**src/logic/frc_pkg.sv**
```systemverilog
package frc_pkg;
  // timing
  localparam int CLK_PERIOD_NS = 10;
  localparam int SEC_NS        = 1_000_000_000;
  localparam int KEY_HOLD_MS   = 2000;
  localparam int REINIT_NS     = 1000;
  localparam int REINIT_CYC    = (REINIT_NS + CLK_PERIOD_NS - 1) / CLK_PERIOD_NS;
  localparam logic [5:0] WAIT1_S = 6'h01;
  localparam logic [5:0] WAIT2_S = 6'h05;
  localparam logic [5:0] WAIT3_S = 6'h0a;
  localparam logic [5:0] WAITN_S = 6'h3c;
  // retry window lengths in seconds
  localparam logic [13:0] WIN_5M_S  = 14'h012c;
  localparam logic [13:0] WIN_10M_S = 14'h0258;
  localparam logic [13:0] WIN_30M_S = 14'h0708;
  localparam logic [13:0] WIN_1H_S  = 14'h0e10;
  localparam logic [13:0] WIN_2H_S  = 14'h1c20;
  localparam logic [13:0] WIN_3H_S  = 14'h2a30;
  // register offsets
  localparam logic [7:0] ADDR_CTRL     = 8'h00;
  localparam logic [7:0] ADDR_RESTART  = 8'h04;
  localparam logic [7:0] ADDR_STATUS   = 8'h08;
  localparam logic [7:0] ADDR_IRQ_STAT = 8'h0c;
  localparam logic [7:0] ADDR_IRQ_CLR  = 8'h10;
  localparam logic [7:0] ADDR_IRQ_EN   = 8'h14;
  // control fields
  localparam int CTRL_AUTO_BIT   = 0;
  localparam int CTRL_WIN_LSB    = 1;
  localparam int CTRL_SRC_LSB    = 4;
  localparam int CTRL_IDX_LSB    = 8;
  localparam int CTRL_EXPERT_BIT = 12;
  localparam logic [12:0] CTRL_RST = 13'h0000;
  // status fields
  localparam int STAT_STATE_LSB  = 0;
  localparam int STAT_ATT_LSB    = 4;
  localparam int STAT_OPF_BIT    = 6;
  localparam int STAT_RELAY_BIT  = 7;
  localparam int STAT_WIN_LSB    = 16;
  // interrupt bits
  localparam int IRQ_W       = 5;
  localparam int IRQ_FAULT   = 0;
  localparam int IRQ_ATTEMPT = 1;
  localparam int IRQ_LOCK    = 2;
  localparam int IRQ_RECOVER = 3;
  localparam int IRQ_REINIT  = 4;

  typedef enum logic [2:0] {
    WIN_5M, WIN_10M, WIN_30M, WIN_1H, WIN_2H, WIN_3H, WIN_UNL
  } frc_win_type;

  typedef enum logic [1:0] {
    SRC_NONE, SRC_LOCAL, SRC_EXT, SRC_FB
  } frc_src_type;

  typedef enum logic [2:0] {
    ST_RUN, ST_FAULT, ST_RETRY, ST_LOCKED, ST_REINIT
  } frc_state_type;
endpackage : frc_pkg

```
**src/logic/frc_fault_restart.sv**
```systemverilog
// Added by the designer: the address map and the address-and-strobe port.
`timescale 1ns/1ps
module frc_fault_restart #(
  parameter logic [26:0] SEC_CYC      = 27'(frc_pkg::SEC_NS / frc_pkg::CLK_PERIOD_NS),
  parameter logic [27:0] KEY_HOLD_CYC =
    28'(frc_pkg::KEY_HOLD_MS * 1_000_000 / frc_pkg::CLK_PERIOD_NS)
) (
  // clock and reset
  input  wire logic        sys_clk,
  input  wire logic        rstn,
  // register port
  input  wire logic [7:0]  addr,
  input  wire logic [31:0] wdata,
  input  wire logic        wr,
  input  wire logic        rd,
  output logic      [31:0] rdata,
  // drive conditions
  input  wire logic        fault_cause,
  input  wire logic        run_permit,
  input  wire logic        io_profile,
  input  wire logic        ext_fitted,
  // clear sources and keys
  input  wire logic [5:0]  local_di,
  input  wire logic [5:0]  ext_di,
  input  wire logic [15:0] fb_cmd,
  input  wire logic        key_stop_reset,
  input  wire logic        key_ok,
  // outputs
  output logic             op_fault,
  output logic             fault_relay,
  output logic             run_enable,
  output logic             reinit_pulse,
  output logic             irq
);
  // interrupt vector width
  localparam int IRQW = frc_pkg::IRQ_W;

  frc_pkg::frc_state_type state_r, state_nxt;
  logic [12:0]  ctrl_r, ctrl_nxt;
  logic         req_r, req_nxt;
  logic [IRQW-1:0] ist_r, ist_nxt, ien_r, ien_nxt;
  logic [26:0]  tick_cnt_r, tick_cnt_nxt;
  logic [5:0]   wait_s_r, wait_s_nxt;
  logic [13:0]  win_s_r, win_s_nxt;
  logic [1:0]   att_r, att_nxt;
  logic [27:0]  key_cnt_r, key_cnt_nxt;
  logic [7:0]   rein_cnt_r, rein_cnt_nxt;
  logic         clr_prev_r, clr_prev_nxt;
  logic         key_prev_r, key_prev_nxt;
  logic [31:0]  rdata_r, rdata_nxt;

  logic        auto_en;
  logic [2:0]  win_sel;
  logic [1:0]  src_sel;
  logic [3:0]  src_idx;
  logic        expert;
  logic        clr_level;
  logic        clear_evt;
  logic        tick;
  logic        locked;
  logic [5:0]  wait_lim;
  logic [IRQW-1:0] ev;

  // selected fault clear level
  function automatic logic clear_src(input logic [1:0] sel, input logic [3:0] idx,
                                     input logic [5:0] ldi, input logic [5:0] edi,
                                     input logic [15:0] fb, input logic ext_ok,
                                     input logic iop);
    logic v;
    v = 1'b0;
    unique case (frc_pkg::frc_src_type'(sel))
      frc_pkg::SRC_NONE:  v = 1'b0;
      frc_pkg::SRC_LOCAL: v = (idx >= 4'h1 && idx <= 4'h6) ? ldi[3'(idx - 4'h1)] : 1'b0;
      frc_pkg::SRC_EXT:   v = (ext_ok && idx >= 4'h1 && idx <= 4'h6) ?
                              edi[3'(idx - 4'h1)] : 1'b0;
      frc_pkg::SRC_FB:    v = (idx == 4'h0) ? 1'b0 :
                              (idx <= 4'ha && !iop) ? 1'b0 : fb[idx];
    endcase
    return v;
  endfunction : clear_src

  // window length in seconds
  function automatic logic [13:0] win_limit(input logic [2:0] sel);
    logic [13:0] v;
    v = frc_pkg::WIN_5M_S;
    case (sel)
      3'h1:    v = frc_pkg::WIN_10M_S;
      3'h2:    v = frc_pkg::WIN_30M_S;
      3'h3:    v = frc_pkg::WIN_1H_S;
      3'h4:    v = frc_pkg::WIN_2H_S;
      3'h5:    v = frc_pkg::WIN_3H_S;
      default: v = frc_pkg::WIN_5M_S;
    endcase
    return v;
  endfunction : win_limit

  assign auto_en   = ctrl_r[frc_pkg::CTRL_AUTO_BIT];
  assign win_sel   = ctrl_r[frc_pkg::CTRL_WIN_LSB +: 3];
  assign src_sel   = ctrl_r[frc_pkg::CTRL_SRC_LSB +: 2];
  assign src_idx   = ctrl_r[frc_pkg::CTRL_IDX_LSB +: 4];
  assign expert    = ctrl_r[frc_pkg::CTRL_EXPERT_BIT];
  assign clr_level = clear_src(src_sel, src_idx, local_di, ext_di, fb_cmd,
                               ext_fitted, io_profile);
  // rising edge of source or key, only with the cause gone
  assign clear_evt = ((clr_level && !clr_prev_r) || (key_stop_reset && !key_prev_r))
                     && !fault_cause;
  assign tick      = (tick_cnt_r == SEC_CYC - 27'h000_0001);
  assign locked    = (state_r == frc_pkg::ST_LOCKED) || (state_r == frc_pkg::ST_FAULT);
  assign wait_lim  = (att_r == 2'h0) ? frc_pkg::WAIT1_S :
                     (att_r == 2'h1) ? frc_pkg::WAIT2_S :
                     (att_r == 2'h2) ? frc_pkg::WAIT3_S : frc_pkg::WAITN_S;

  always_comb begin
    state_nxt    = state_r;
    ctrl_nxt     = ctrl_r;
    req_nxt      = req_r;
    ien_nxt      = ien_r;
    tick_cnt_nxt = tick ? 27'h000_0000 : tick_cnt_r + 27'h000_0001;
    wait_s_nxt   = wait_s_r;
    win_s_nxt    = win_s_r;
    att_nxt      = att_r;
    key_cnt_nxt  = key_cnt_r;
    rein_cnt_nxt = rein_cnt_r;
    clr_prev_nxt = clr_level;
    key_prev_nxt = key_stop_reset;
    rdata_nxt    = 32'h0000_0000;
    ev           = '0;

    // register writes
    if (wr) begin
      unique case (addr)
        frc_pkg::ADDR_CTRL: begin
          ctrl_nxt[frc_pkg::CTRL_AUTO_BIT]   = wdata[frc_pkg::CTRL_AUTO_BIT];
          ctrl_nxt[frc_pkg::CTRL_SRC_LSB +: 2] = wdata[frc_pkg::CTRL_SRC_LSB +: 2];
          ctrl_nxt[frc_pkg::CTRL_IDX_LSB +: 4] = wdata[frc_pkg::CTRL_IDX_LSB +: 4];
          ctrl_nxt[frc_pkg::CTRL_EXPERT_BIT] = wdata[frc_pkg::CTRL_EXPERT_BIT];
          // window writable only with auto retry on; illegal codes ignored
          if (auto_en && wdata[frc_pkg::CTRL_WIN_LSB +: 3] != 3'h7) begin
            ctrl_nxt[frc_pkg::CTRL_WIN_LSB +: 3] = wdata[frc_pkg::CTRL_WIN_LSB +: 3];
          end
        end
        frc_pkg::ADDR_RESTART: begin
          if (expert) begin
            req_nxt = wdata[0];
          end
        end
        frc_pkg::ADDR_IRQ_EN: ien_nxt = wdata[IRQW-1:0];
        default: ;
      endcase
    end

    // confirm key held with request selected
    if (req_r && key_ok) begin
      if (key_cnt_r != KEY_HOLD_CYC) begin
        key_cnt_nxt = key_cnt_r + 28'h000_0001;
      end
    end else begin
      key_cnt_nxt = 28'h000_0000;
    end

    unique case (state_r)
      frc_pkg::ST_RUN: begin
        if (fault_cause) begin
          ev[frc_pkg::IRQ_FAULT] = 1'b1;
          wait_s_nxt   = 6'h00;
          win_s_nxt    = 14'h0000;
          att_nxt      = 2'h0;
          tick_cnt_nxt = 27'h000_0000;
          state_nxt    = auto_en ? frc_pkg::ST_RETRY : frc_pkg::ST_FAULT;
        end
      end
      frc_pkg::ST_RETRY: begin
        if (clear_evt) begin
          state_nxt = frc_pkg::ST_RUN;
          ev[frc_pkg::IRQ_RECOVER] = 1'b1;
        end else if (!auto_en) begin
          state_nxt = frc_pkg::ST_FAULT;
        end else if (tick) begin
          win_s_nxt  = win_s_r + 14'h0001;
          wait_s_nxt = wait_s_r + 6'h01;
          if (wait_s_r + 6'h01 >= wait_lim) begin
            ev[frc_pkg::IRQ_ATTEMPT] = 1'b1;
            wait_s_nxt = 6'h00;
            if (!fault_cause && run_permit) begin
              state_nxt = frc_pkg::ST_RUN;
              ev[frc_pkg::IRQ_RECOVER] = 1'b1;
            end else if (att_r != 2'h3) begin
              att_nxt = att_r + 2'h1;
            end
          end
          if (state_nxt == frc_pkg::ST_RETRY && win_sel != 3'(frc_pkg::WIN_UNL) &&
              win_s_r + 14'h0001 >= win_limit(win_sel)) begin
            state_nxt = frc_pkg::ST_LOCKED;
            ev[frc_pkg::IRQ_LOCK] = 1'b1;
          end
        end
      end
      frc_pkg::ST_FAULT: begin
        if (clear_evt) begin
          state_nxt = frc_pkg::ST_RUN;
          ev[frc_pkg::IRQ_RECOVER] = 1'b1;
        end
      end
      frc_pkg::ST_LOCKED: ;
      frc_pkg::ST_REINIT: begin
        rein_cnt_nxt = rein_cnt_r + 8'h01;
        if (rein_cnt_r == 8'(frc_pkg::REINIT_CYC - 1)) begin
          state_nxt = frc_pkg::ST_RUN;
          req_nxt   = 1'b0;
          ev[frc_pkg::IRQ_REINIT] = 1'b1;
        end
      end
    endcase

    // reinit trigger, ignored unless locked or in fault
    if (key_cnt_r == KEY_HOLD_CYC - 28'h000_0001 && req_r && key_ok && locked) begin
      state_nxt    = frc_pkg::ST_REINIT;
      rein_cnt_nxt = 8'h00;
      att_nxt      = 2'h0;
      wait_s_nxt   = 6'h00;
      win_s_nxt    = 14'h0000;
    end

    // register reads
    if (rd) begin
      unique case (addr)
        frc_pkg::ADDR_CTRL: begin
          rdata_nxt[12:0] = ctrl_r;
          if (!auto_en) begin
            rdata_nxt[frc_pkg::CTRL_WIN_LSB +: 3] = 3'h0;
          end
          if (!expert) begin
            rdata_nxt[frc_pkg::CTRL_EXPERT_BIT] = 1'b0;
          end
        end
        frc_pkg::ADDR_RESTART: rdata_nxt[0] = req_r & expert;
        frc_pkg::ADDR_STATUS: begin
          rdata_nxt[frc_pkg::STAT_STATE_LSB +: 3] = state_r;
          rdata_nxt[frc_pkg::STAT_ATT_LSB +: 2]   = att_r;
          rdata_nxt[frc_pkg::STAT_OPF_BIT]        = op_fault;
          rdata_nxt[frc_pkg::STAT_RELAY_BIT]      = fault_relay;
          rdata_nxt[frc_pkg::STAT_WIN_LSB +: 14]  = win_s_r;
        end
        frc_pkg::ADDR_IRQ_STAT: rdata_nxt[IRQW-1:0] = ist_r;
        frc_pkg::ADDR_IRQ_EN:   rdata_nxt[IRQW-1:0] = ien_r;
        default: ;
      endcase
    end

    // sticky events, set wins over clear
    ist_nxt = ist_r;
    if (wr && addr == frc_pkg::ADDR_IRQ_CLR) begin
      ist_nxt = ist_r & ~wdata[IRQW-1:0];
    end
    ist_nxt = ist_nxt | ev;
  end

  always_ff @(posedge sys_clk or negedge rstn) begin
    if (!rstn) begin
      state_r    <= frc_pkg::ST_RUN;
      ctrl_r     <= frc_pkg::CTRL_RST;
      req_r      <= 1'b0;
      ist_r      <= '0;
      ien_r      <= '0;
      tick_cnt_r <= 27'h000_0000;
      wait_s_r   <= 6'h00;
      win_s_r    <= 14'h0000;
      att_r      <= 2'h0;
      key_cnt_r  <= 28'h000_0000;
      rein_cnt_r <= 8'h00;
      clr_prev_r <= 1'b0;
      key_prev_r <= 1'b0;
      rdata_r    <= 32'h0000_0000;
    end else begin
      state_r    <= state_nxt;
      ctrl_r     <= ctrl_nxt;
      req_r      <= req_nxt;
      ist_r      <= ist_nxt;
      ien_r      <= ien_nxt;
      tick_cnt_r <= tick_cnt_nxt;
      wait_s_r   <= wait_s_nxt;
      win_s_r    <= win_s_nxt;
      att_r      <= att_nxt;
      key_cnt_r  <= key_cnt_nxt;
      rein_cnt_r <= rein_cnt_nxt;
      clr_prev_r <= clr_prev_nxt;
      key_prev_r <= key_prev_nxt;
      rdata_r    <= rdata_nxt;
    end
  end

  assign rdata        = rdata_r;
  // fault output stays low during retries
  assign op_fault     = locked;
  // relay stays energised through retries
  assign fault_relay  = auto_en || (state_r == frc_pkg::ST_RUN);
  // run allowed only in the healthy state
  assign run_enable   = (state_r == frc_pkg::ST_RUN);
  assign reinit_pulse = (state_r == frc_pkg::ST_REINIT);
  // level interrupt from enabled sticky bits
  assign irq          = |(ist_r & ien_r);
endmodule : frc_fault_restart

```
**config.mk**
```make
export PLATFORM = sky130hd
export DESIGN_NAME = frc_fault_restart
export DESIGN_NICKNAME = d
export VERILOG_FILES = /design/src/logic/frc_pkg.sv /design/src/logic/frc_fault_restart.sv
export SDC_FILE = /design/constraint.sdc
export NUM_CORES = 1
export LEC_CHECK = 0
export ABC_AREA = 1
export BUFFER_PORTS_ARGS = -buffer_cell sky130_fd_sc_hd__buf_2
export CORE_UTILIZATION = 40
export CTS_CLUSTER_DIAMETER = 200
export DETAILED_ROUTE_END_ITERATION = 8
export PLACE_DENSITY_LB_ADDON = 0.3
export SLEW_MARGIN = 20
export SYNTH_ARGS = -nofsm -noshare
export SYNTH_HDL_FRONTEND = slang
export SYNTH_SLANG_ARGS = --single-unit
```
**constraint.sdc**
```tcl
create_clock -name sys_clk -period 2.2 [get_ports sys_clk]
set_input_delay 0.44 -clock sys_clk [delete_from_list [all_inputs] [get_ports sys_clk]]
set_output_delay 0.44 -clock sys_clk [all_outputs]
set_load 0.02 [all_outputs]
```
[Word level (Yosys, flattened, before mapping)]
Cells that the tools add are included.
Widths: inputs -> output; s select.
Word-level totals
  register bits after elaboration: 139
  input port bits: 78
  output and inout bits: 37
  logic and storage cells: 206
Operators by class
  add/sub/neg operators: 7
  $lt $le $gt $ge: 7
  eq/ne operators: 38
  mux-type cells: 96
  bitwise operators: 5
  reduce and logical (&&, ||, !) cells: 38
Operator list (number)
  $mux 14: 11
  $mux 27: 3
  $pmux 14 s5: 1
  $mux 28: 2
  $mux 6: 9
  $mux 3: 17
  $add 28x1->28 const B: 1
  $eq 28x28->1 const B: 1
  $ne 28x28->1 const B: 1
  $pmux 14 s2: 1
  $add 27x1->27 const B: 1
  $eq 27x27->1 const B: 1
  $ne 3x3->1 const B: 8
  $mux 1: 23
  $mux 2: 11
  $eq 8x4->1 const B: 2
  $eq 8x5->1 const B: 2
  $logic_and 1x1->1: 16
  $mux 8: 2
  $eq 3x2->1 const B: 5
  $add 14x1->14 const B: 1
  $ge 14x14->1: 1
  $mux 13: 1
  $pmux 3 s4: 1
  50 further kinds: 69

[Depth between registers and ports, before layout]
  word-level depth: 19
  gate-level depth with buffers: 21
  depth with buffers taken out: 21

[Least setup slack after synthesis]
No wires, ideal clock.
  path type: register to register
  start: register win_s_r[1]
  end: register state_r[0]
  setup time: 0.076 ns
  arrival: 2.284 ns
  required time: 2.124 ns
  path slack: -0.161 ns
  stages on the path, launching flop included: 19
  buffers on the path: 0
  clock period less this slack: 2.361 ns
  cells stage by stage: dfrtp_1 ha_1 nand2_1 nor2_1 nand3_1 nor2_1 nand2_1 xor2_1 ha_1 nand4_1 nor2_1 nand4_1 nand4_1 nand2_1 nand2_1 nand2_1 nand2_1 nand3_1 o21ai_1
Between the ends
  cells in the longest elaborated chain, start to end: 9
Ends and longest elaborated chain
  start, declared: line frc_fault_restart.sv:44  | logic [13:0] win_s_r, win_s_nxt;
  start signal, assigned: line frc_fault_restart.sv:282  | win_s_r <= win_s_nxt;
  $add 14x1->14: line frc_fault_restart.sv:192  | win_s_r + 14'h0001 >= win_limit(win_sel)) begin
  $ge 14x14->1: line frc_fault_restart.sv:192
  $logic_and 1x1->1: line frc_fault_restart.sv:191  | if (state_nxt == frc_pkg::ST_RETRY && win_sel != 3'(frc_pkg::WIN_UNL) &&
  $mux 3: line frc_fault_restart.sv:191
  $mux 3: line frc_fault_restart.sv:178  | end else if (tick) begin
  $mux 3: line frc_fault_restart.sv:176  | end else if (!auto_en) begin
  $mux 3: line frc_fault_restart.sv:173  | if (clear_evt) begin
  $pmux 3 s4: line frc_fault_restart.sv:161  | unique case (state_r)
  $mux 3: line frc_fault_restart.sv:216  | if (key_cnt_r == KEY_HOLD_CYC - 28'h000_0001 && req_r && key_ok && locked) begin
  end signal, assigned: line frc_fault_restart.sv:260  | state_r <= frc_pkg::ST_RUN;
  end signal, assigned: line frc_fault_restart.sv:275  | state_r <= state_nxt;
  end, declared: line frc_fault_restart.sv:38  | frc_pkg::frc_state_type state_r, state_nxt;
No other way between the ends. The select of a mux whose other input is x is not followed.
A chain may end at the register's enable or synchronous reset.

[Worst setup path in the final report]
  start: register ctrl_r[2]
  end: register state_r[0]
Between the ends
  cells in the longest elaborated chain, start to end: 14
  elaborated cells between the ends (all ways): 20
  those cells by class: 1 x order compare; 6 x eq/ne; 11 x mux; 2 x reduce/logical
Ends and longest elaborated chain
  start, declared: line frc_fault_restart.sv:39  | logic [12:0] ctrl_r, ctrl_nxt;
  start signal, assigned: line frc_fault_restart.sv:261  | ctrl_r <= frc_pkg::CTRL_RST;
  start signal, assigned: line frc_fault_restart.sv:276  | ctrl_r <= ctrl_nxt;
  $eq 3x3->1, or another cell as far along: line frc_fault_restart.sv:86  | case (sel)
  $pmux 14 s5: line frc_fault_restart.sv:86
  $mux 14: line frc_fault_restart.sv:178
  $mux 14: line frc_fault_restart.sv:176
  $mux 14: line frc_fault_restart.sv:173
  $mux 14: line frc_fault_restart.sv:161
  $ge 14x14->1: line frc_fault_restart.sv:192
  $logic_and 1x1->1 *: line frc_fault_restart.sv:191
  $mux 3 *: line frc_fault_restart.sv:191
  $mux 3 *: line frc_fault_restart.sv:178
  $mux 3 *: line frc_fault_restart.sv:176
  $mux 3 *: line frc_fault_restart.sv:173
  $pmux 3 s4 *: line frc_fault_restart.sv:161
  $mux 3 *: line frc_fault_restart.sv:216
Every way passes the cells marked *; elsewhere a longest branch is shown, timed or not. The select of a mux whose other input is x is not followed.

==> parameters.txt <==
Parameter                              Value

Yosys
  Syn. warnings ... 0
  Post-synthesis register bit count ... 139
  Share of the yosys chip area belonging to registers ... 42.50%
  Number of unique standard cell types used by synthesis ... 49
  Post-synthesis instance total ... 1,062
  Share of synthesized flip-flops with an asynchronous set or reset ... 100.0%
  Largest area contributor in the netlist ... sky130_fd_sc_hd__dfrtp_1
  Top cells by area in the synthesized netlist ... sky130_fd_sc_hd__dfrtp_1, sky130_fd_sc_hd__nand2_1, sky130_fd_sc_hd__inv_1
  Predominant post-synthesis flop cell ... sky130_fd_sc_hd__dfrtp_1
  Summed instance area of the synthesized netlist ... 8184 um2
  Share of Yosys cell area claimed by the top area cell type ... 42.50%
  Number of enable flip-flop cells after synthesis ... 0
  Syn Area/Cell ... a little under 8 um2

Pwr
  Cell internal power dissipation ... 4830 uW
  Total power after layout ... 6903 uW
  Switching fraction of total power ... 30.04%
  Logic pwr share ... between 20% and 30%
  Power per cell area ... 632.9 nW/um2
  Switching power ... 2074 uW
  Clock network power share ... ~40%
  Portion of total power attributed to sequential cells ... about 39%
  Leak Pwr ... 0.005284 uW
  Maximum ir drop on the vdd rail ... 670.9 uV

Routing
  Length of the first detailed-routing pass in iterations ... 4
  Total length of routed wires ... just over 20,000 um
  WL per Instance ... 13.13 um
  Final ANT Viol Nets ... 0
  # DRC ... 0
  DR iter-0 viols ... between 300 and 400
  Average via count per standard cell ... 4.913
  DR vias ... 7,610

Global route
  Overflow after GRT ... 0
  Number of global-route vias before repair ... 7,415
  Total Routing Usage GR ... 19.51%
  Antenna violations before repair ... 1
  First-pass GRT wire length ... 33,770 um
  Pin count of the biggest net entering global routing ... 66

Critical path
  Ordered cell list for the critical path ... inv_2 -> ha_4 -> nand2_2 -> inv_1 -> a31oi_1 -> nand2_1 -> inv_1 -> ha_4 -> a21oi_2 -> nor2_2 -> nor2_1 -> nand2_1 -> nand4_1 -> nand4_1 -> nand2_1 -> nand2_1 -> nand2_1 -> nand2_1 -> nand3_1 -> o21ai_1
  Largest driver fanout on the critical path ... 4
  Critical path data required time ... 2520 ps
  Type of the worst setup path ... flip-flop to flip-flop
  Crit-path max cell delay ... between 400 and 500 ps
  Category of the worst setup path launch point ... flip-flop
  Worst Setup End Kind ... flip-flop
  Critical path's most frequent cell ... sky130_fd_sc_hd__nand2_1
  Crit path arrival time ... approximately 2800 ps
  Slowest cell on the critical path ... sky130_fd_sc_hd__dfrtp_2

STA
  Min setup slack post-route ... -245.3 ps
  Number of endpoints failing setup at the final stage ... 18
  Slew at the pin closest to its max-slew limit ... ~640 ps
  Crit share post-route ... 111.2%
  Clock period minus worst slack ... 2445 ps
  Headroom to the max-slew limit ... 56.73%
  Hold slack final ... 133.3 ps
  Number of pins exceeding their max-slew limit in the final report ... 0
  RSZ-0062 raised after global routing ... true
  Worst clock skew ... about 12 ps
  Peak clock frequency supported by timing ... 408.9 MHz
  Number of hold-slack violations in the final timing report ... 0

Status
  Violations in the final reports ... setup timing
  Run status ... complete, but fails checks

Clocking
  Clock insertion delay at the later pin of the skew report ... 430 ps
  TritonCTS clock tree ... built
  Maximum level of the CTS H-tree ... 4
  Num Clock Sinks ... roughly 140
  Max Root-Sink Buffers ... 2
  Clock transition at the registers of the reported paths ... ~70 ps
  Cts bufs inserted ... 17
  Master cell of the clock root buffer ... sky130_fd_sc_hd__clkbuf_16

Die
  Area of the die ... between 20,000 and 25,000 um2
  Chip height ... 145.0 um
  Area of the core ... 19,780 um2
  Die X-Extent ... 145.0 um
  Number of placement rows ... a little over 50
  Number of primary I/O pins ... 115
  Effective utilization at floorplan ... 41.37%

Final layout
  Area overhead of the layout relative to synthesis ... 33.27%
  Final std cells w/o fill ... approximately 1,500
  Number of nets in the layout ... 1,384
  Total of fill cells in the finished design ... 1,795
  Most common cell after layout, fill and taps aside ... sky130_fd_sc_hd__nand2_1
  Post-layout util ... between 50% and 60%
  Ratio of cells with drive above 1 in the final layout ... between 20 and 30%
  Commonest cells after routing, fill and taps aside ... sky130_fd_sc_hd__nand2_1, sky130_fd_sc_hd__inv_1, sky130_fd_sc_hd__dfrtp_1

Placed design
  Global placement routability congestion ... 0.8380
  Number of instances in the placed design ... 1,496
  Port-buffer cells ... between 80 and 90
  Total half-perimeter wirelength after legalization and detailed placement ... roughly 15,000 um

Job
  Max Cap Viol ... 0

Min path
  Min-delay worst type ... input pin to flip-flop
[sequential cells by signal (all words and copies together), names as in the netlist]
name        flops
key_cnt_r      28
rdata          27
tick_cnt_r     27
win_s_r        14
ctrl_r         11
rein_cnt_r      8
wait_s_r        6
ien_r           5
ist_r           5
state_r         3
att_r           2
clr_prev_r      1
key_prev_r      1
req_r           1
[cell families after synthesis]
logic type	Yosys count	share of synthesized area [%]
flip-flops	139	42.50
adder cells (fa/ha/maj)	36	5.504
AO/OA/AOI/OAI	155	11.39
other	1	0.04582
AND/OR/NAND/NOR	520	28.41
buffers and inverters	183	9.158
XOR/XNOR	28	2.997
[per-layer routing]
| metal | up-vias | part of all wire [%] | GRT usage [%] |
|---|---|---|---|
| met5 | - | 0 | 0 |
| met1 | 3600 | 45 | 24.63 |
| li1 | 3860 | - | - |
| met3 | 24 | 3.9 | 4.245 |
| met2 | 126 | 50 | 33.44 |
| met4 | 0 | 1.5 | 5.426 |
[worst max-delay path, delay by kind of cell (launching register included)]
family	cells	cell delay, ps
buf+inv	3	230
fa+ha+maj	2	410
simple gates	12	850
flops	1	440
compound gates	3	400
[timing repair]
action / in CTS / in global routing
hold buffers: 1 / 0
endpoints found under the setup margin: 27 / 36
cloned: 1 / 2
pin swaps: 26 / 25
resized for setup: 45 / 68
hold endpoints to repair: 14 / 0
setup buffers: 11 / 5
[power groups by stage]
stage                     Sequential (uW)  Combinational, uW  Clock, uW
after CTS                            2700               1280       2790
after global placement               2750               1150          0
final                                2700               1470       2730
after floorplan                      2730                717          0
after detailed placement             2750               1160          0
after global routing                 2720               1610       2900
[final timing paths]
kind | from | endpoint | slack (ps) | depth (start not counted)
min in group asynchronous | rstn | tick_cnt_r[6]$_DFF_PN0_ | 410 | 2
max | ctrl_r[2]$_DFFE_PN0P_ | state_r[0]$_DFFE_PN0P_ | -250 | 20
max in group asynchronous | rstn | rdata[20]$_DFF_PN0_ | 1120 | 3
min reg2reg | win_s_r[11]$_DFFE_PN0P_ | win_s_r[11]$_DFFE_PN0P_ | 480 | 2
min | key_stop_reset | key_prev_r$_DFF_PN0_ | 130 | 1
max reg2reg | ctrl_r[2]$_DFFE_PN0P_ | state_r[0]$_DFFE_PN0P_ | -250 | 20
[cell usage after synthesis, types with 5 or more instances]
master,n
sky130_fd_sc_hd__nand2_1,224
sky130_fd_sc_hd__inv_1,158
sky130_fd_sc_hd__nor2_1,140
sky130_fd_sc_hd__dfrtp_1,139
sky130_fd_sc_hd__a21oi_1,53
sky130_fd_sc_hd__nand3_1,51
sky130_fd_sc_hd__o21ai_0,48
sky130_fd_sc_hd__nor3_1,42
sky130_fd_sc_hd__ha_1,36
sky130_fd_sc_hd__nand4_1,22
sky130_fd_sc_hd__o21ai_2,20
sky130_fd_sc_hd__xor2_1,20
sky130_fd_sc_hd__nor4_1,10
sky130_fd_sc_hd__xnor2_1,8
sky130_fd_sc_hd__buf_4,6
sky130_fd_sc_hd__clkbuf_1,6
sky130_fd_sc_hd__nor3_2,6
sky130_fd_sc_hd__o21a_1,6
sky130_fd_sc_hd__buf_6,5
sky130_fd_sc_hd__o21ai_1,5
[through the flow]
stage | setup TNS (ps) | cell area (um2) | worst slack, ps
after floorplan | -96.34 | 8223 | -96.34
after global placement | -1867 | 9643 | -282.3
after detailed placement | -2789 | 9643 | -377.8
after CTS | -413.9 | 10550 | -281.4
after global routing | -4564 | 10900 | -520.5
final | -856.6 | 10910 | -245.3
[area by class of cell]
type                            count  area [um2]  area share [%]
Inverter                          164       620.6           5.690
Clock buffer                       18       439.2           4.027
Timing Repair Buffer              204        1444           13.24
Antenna cell                        1       2.502         0.02294
Multi-Input combinational cell    744        4466           40.94
Sequential cell                   139        3482           31.93
Tap cell                          265       331.6           3.040
Clock inverter                     14       121.4           1.113
No activity file was read; power rests on OpenSTA's default activity.
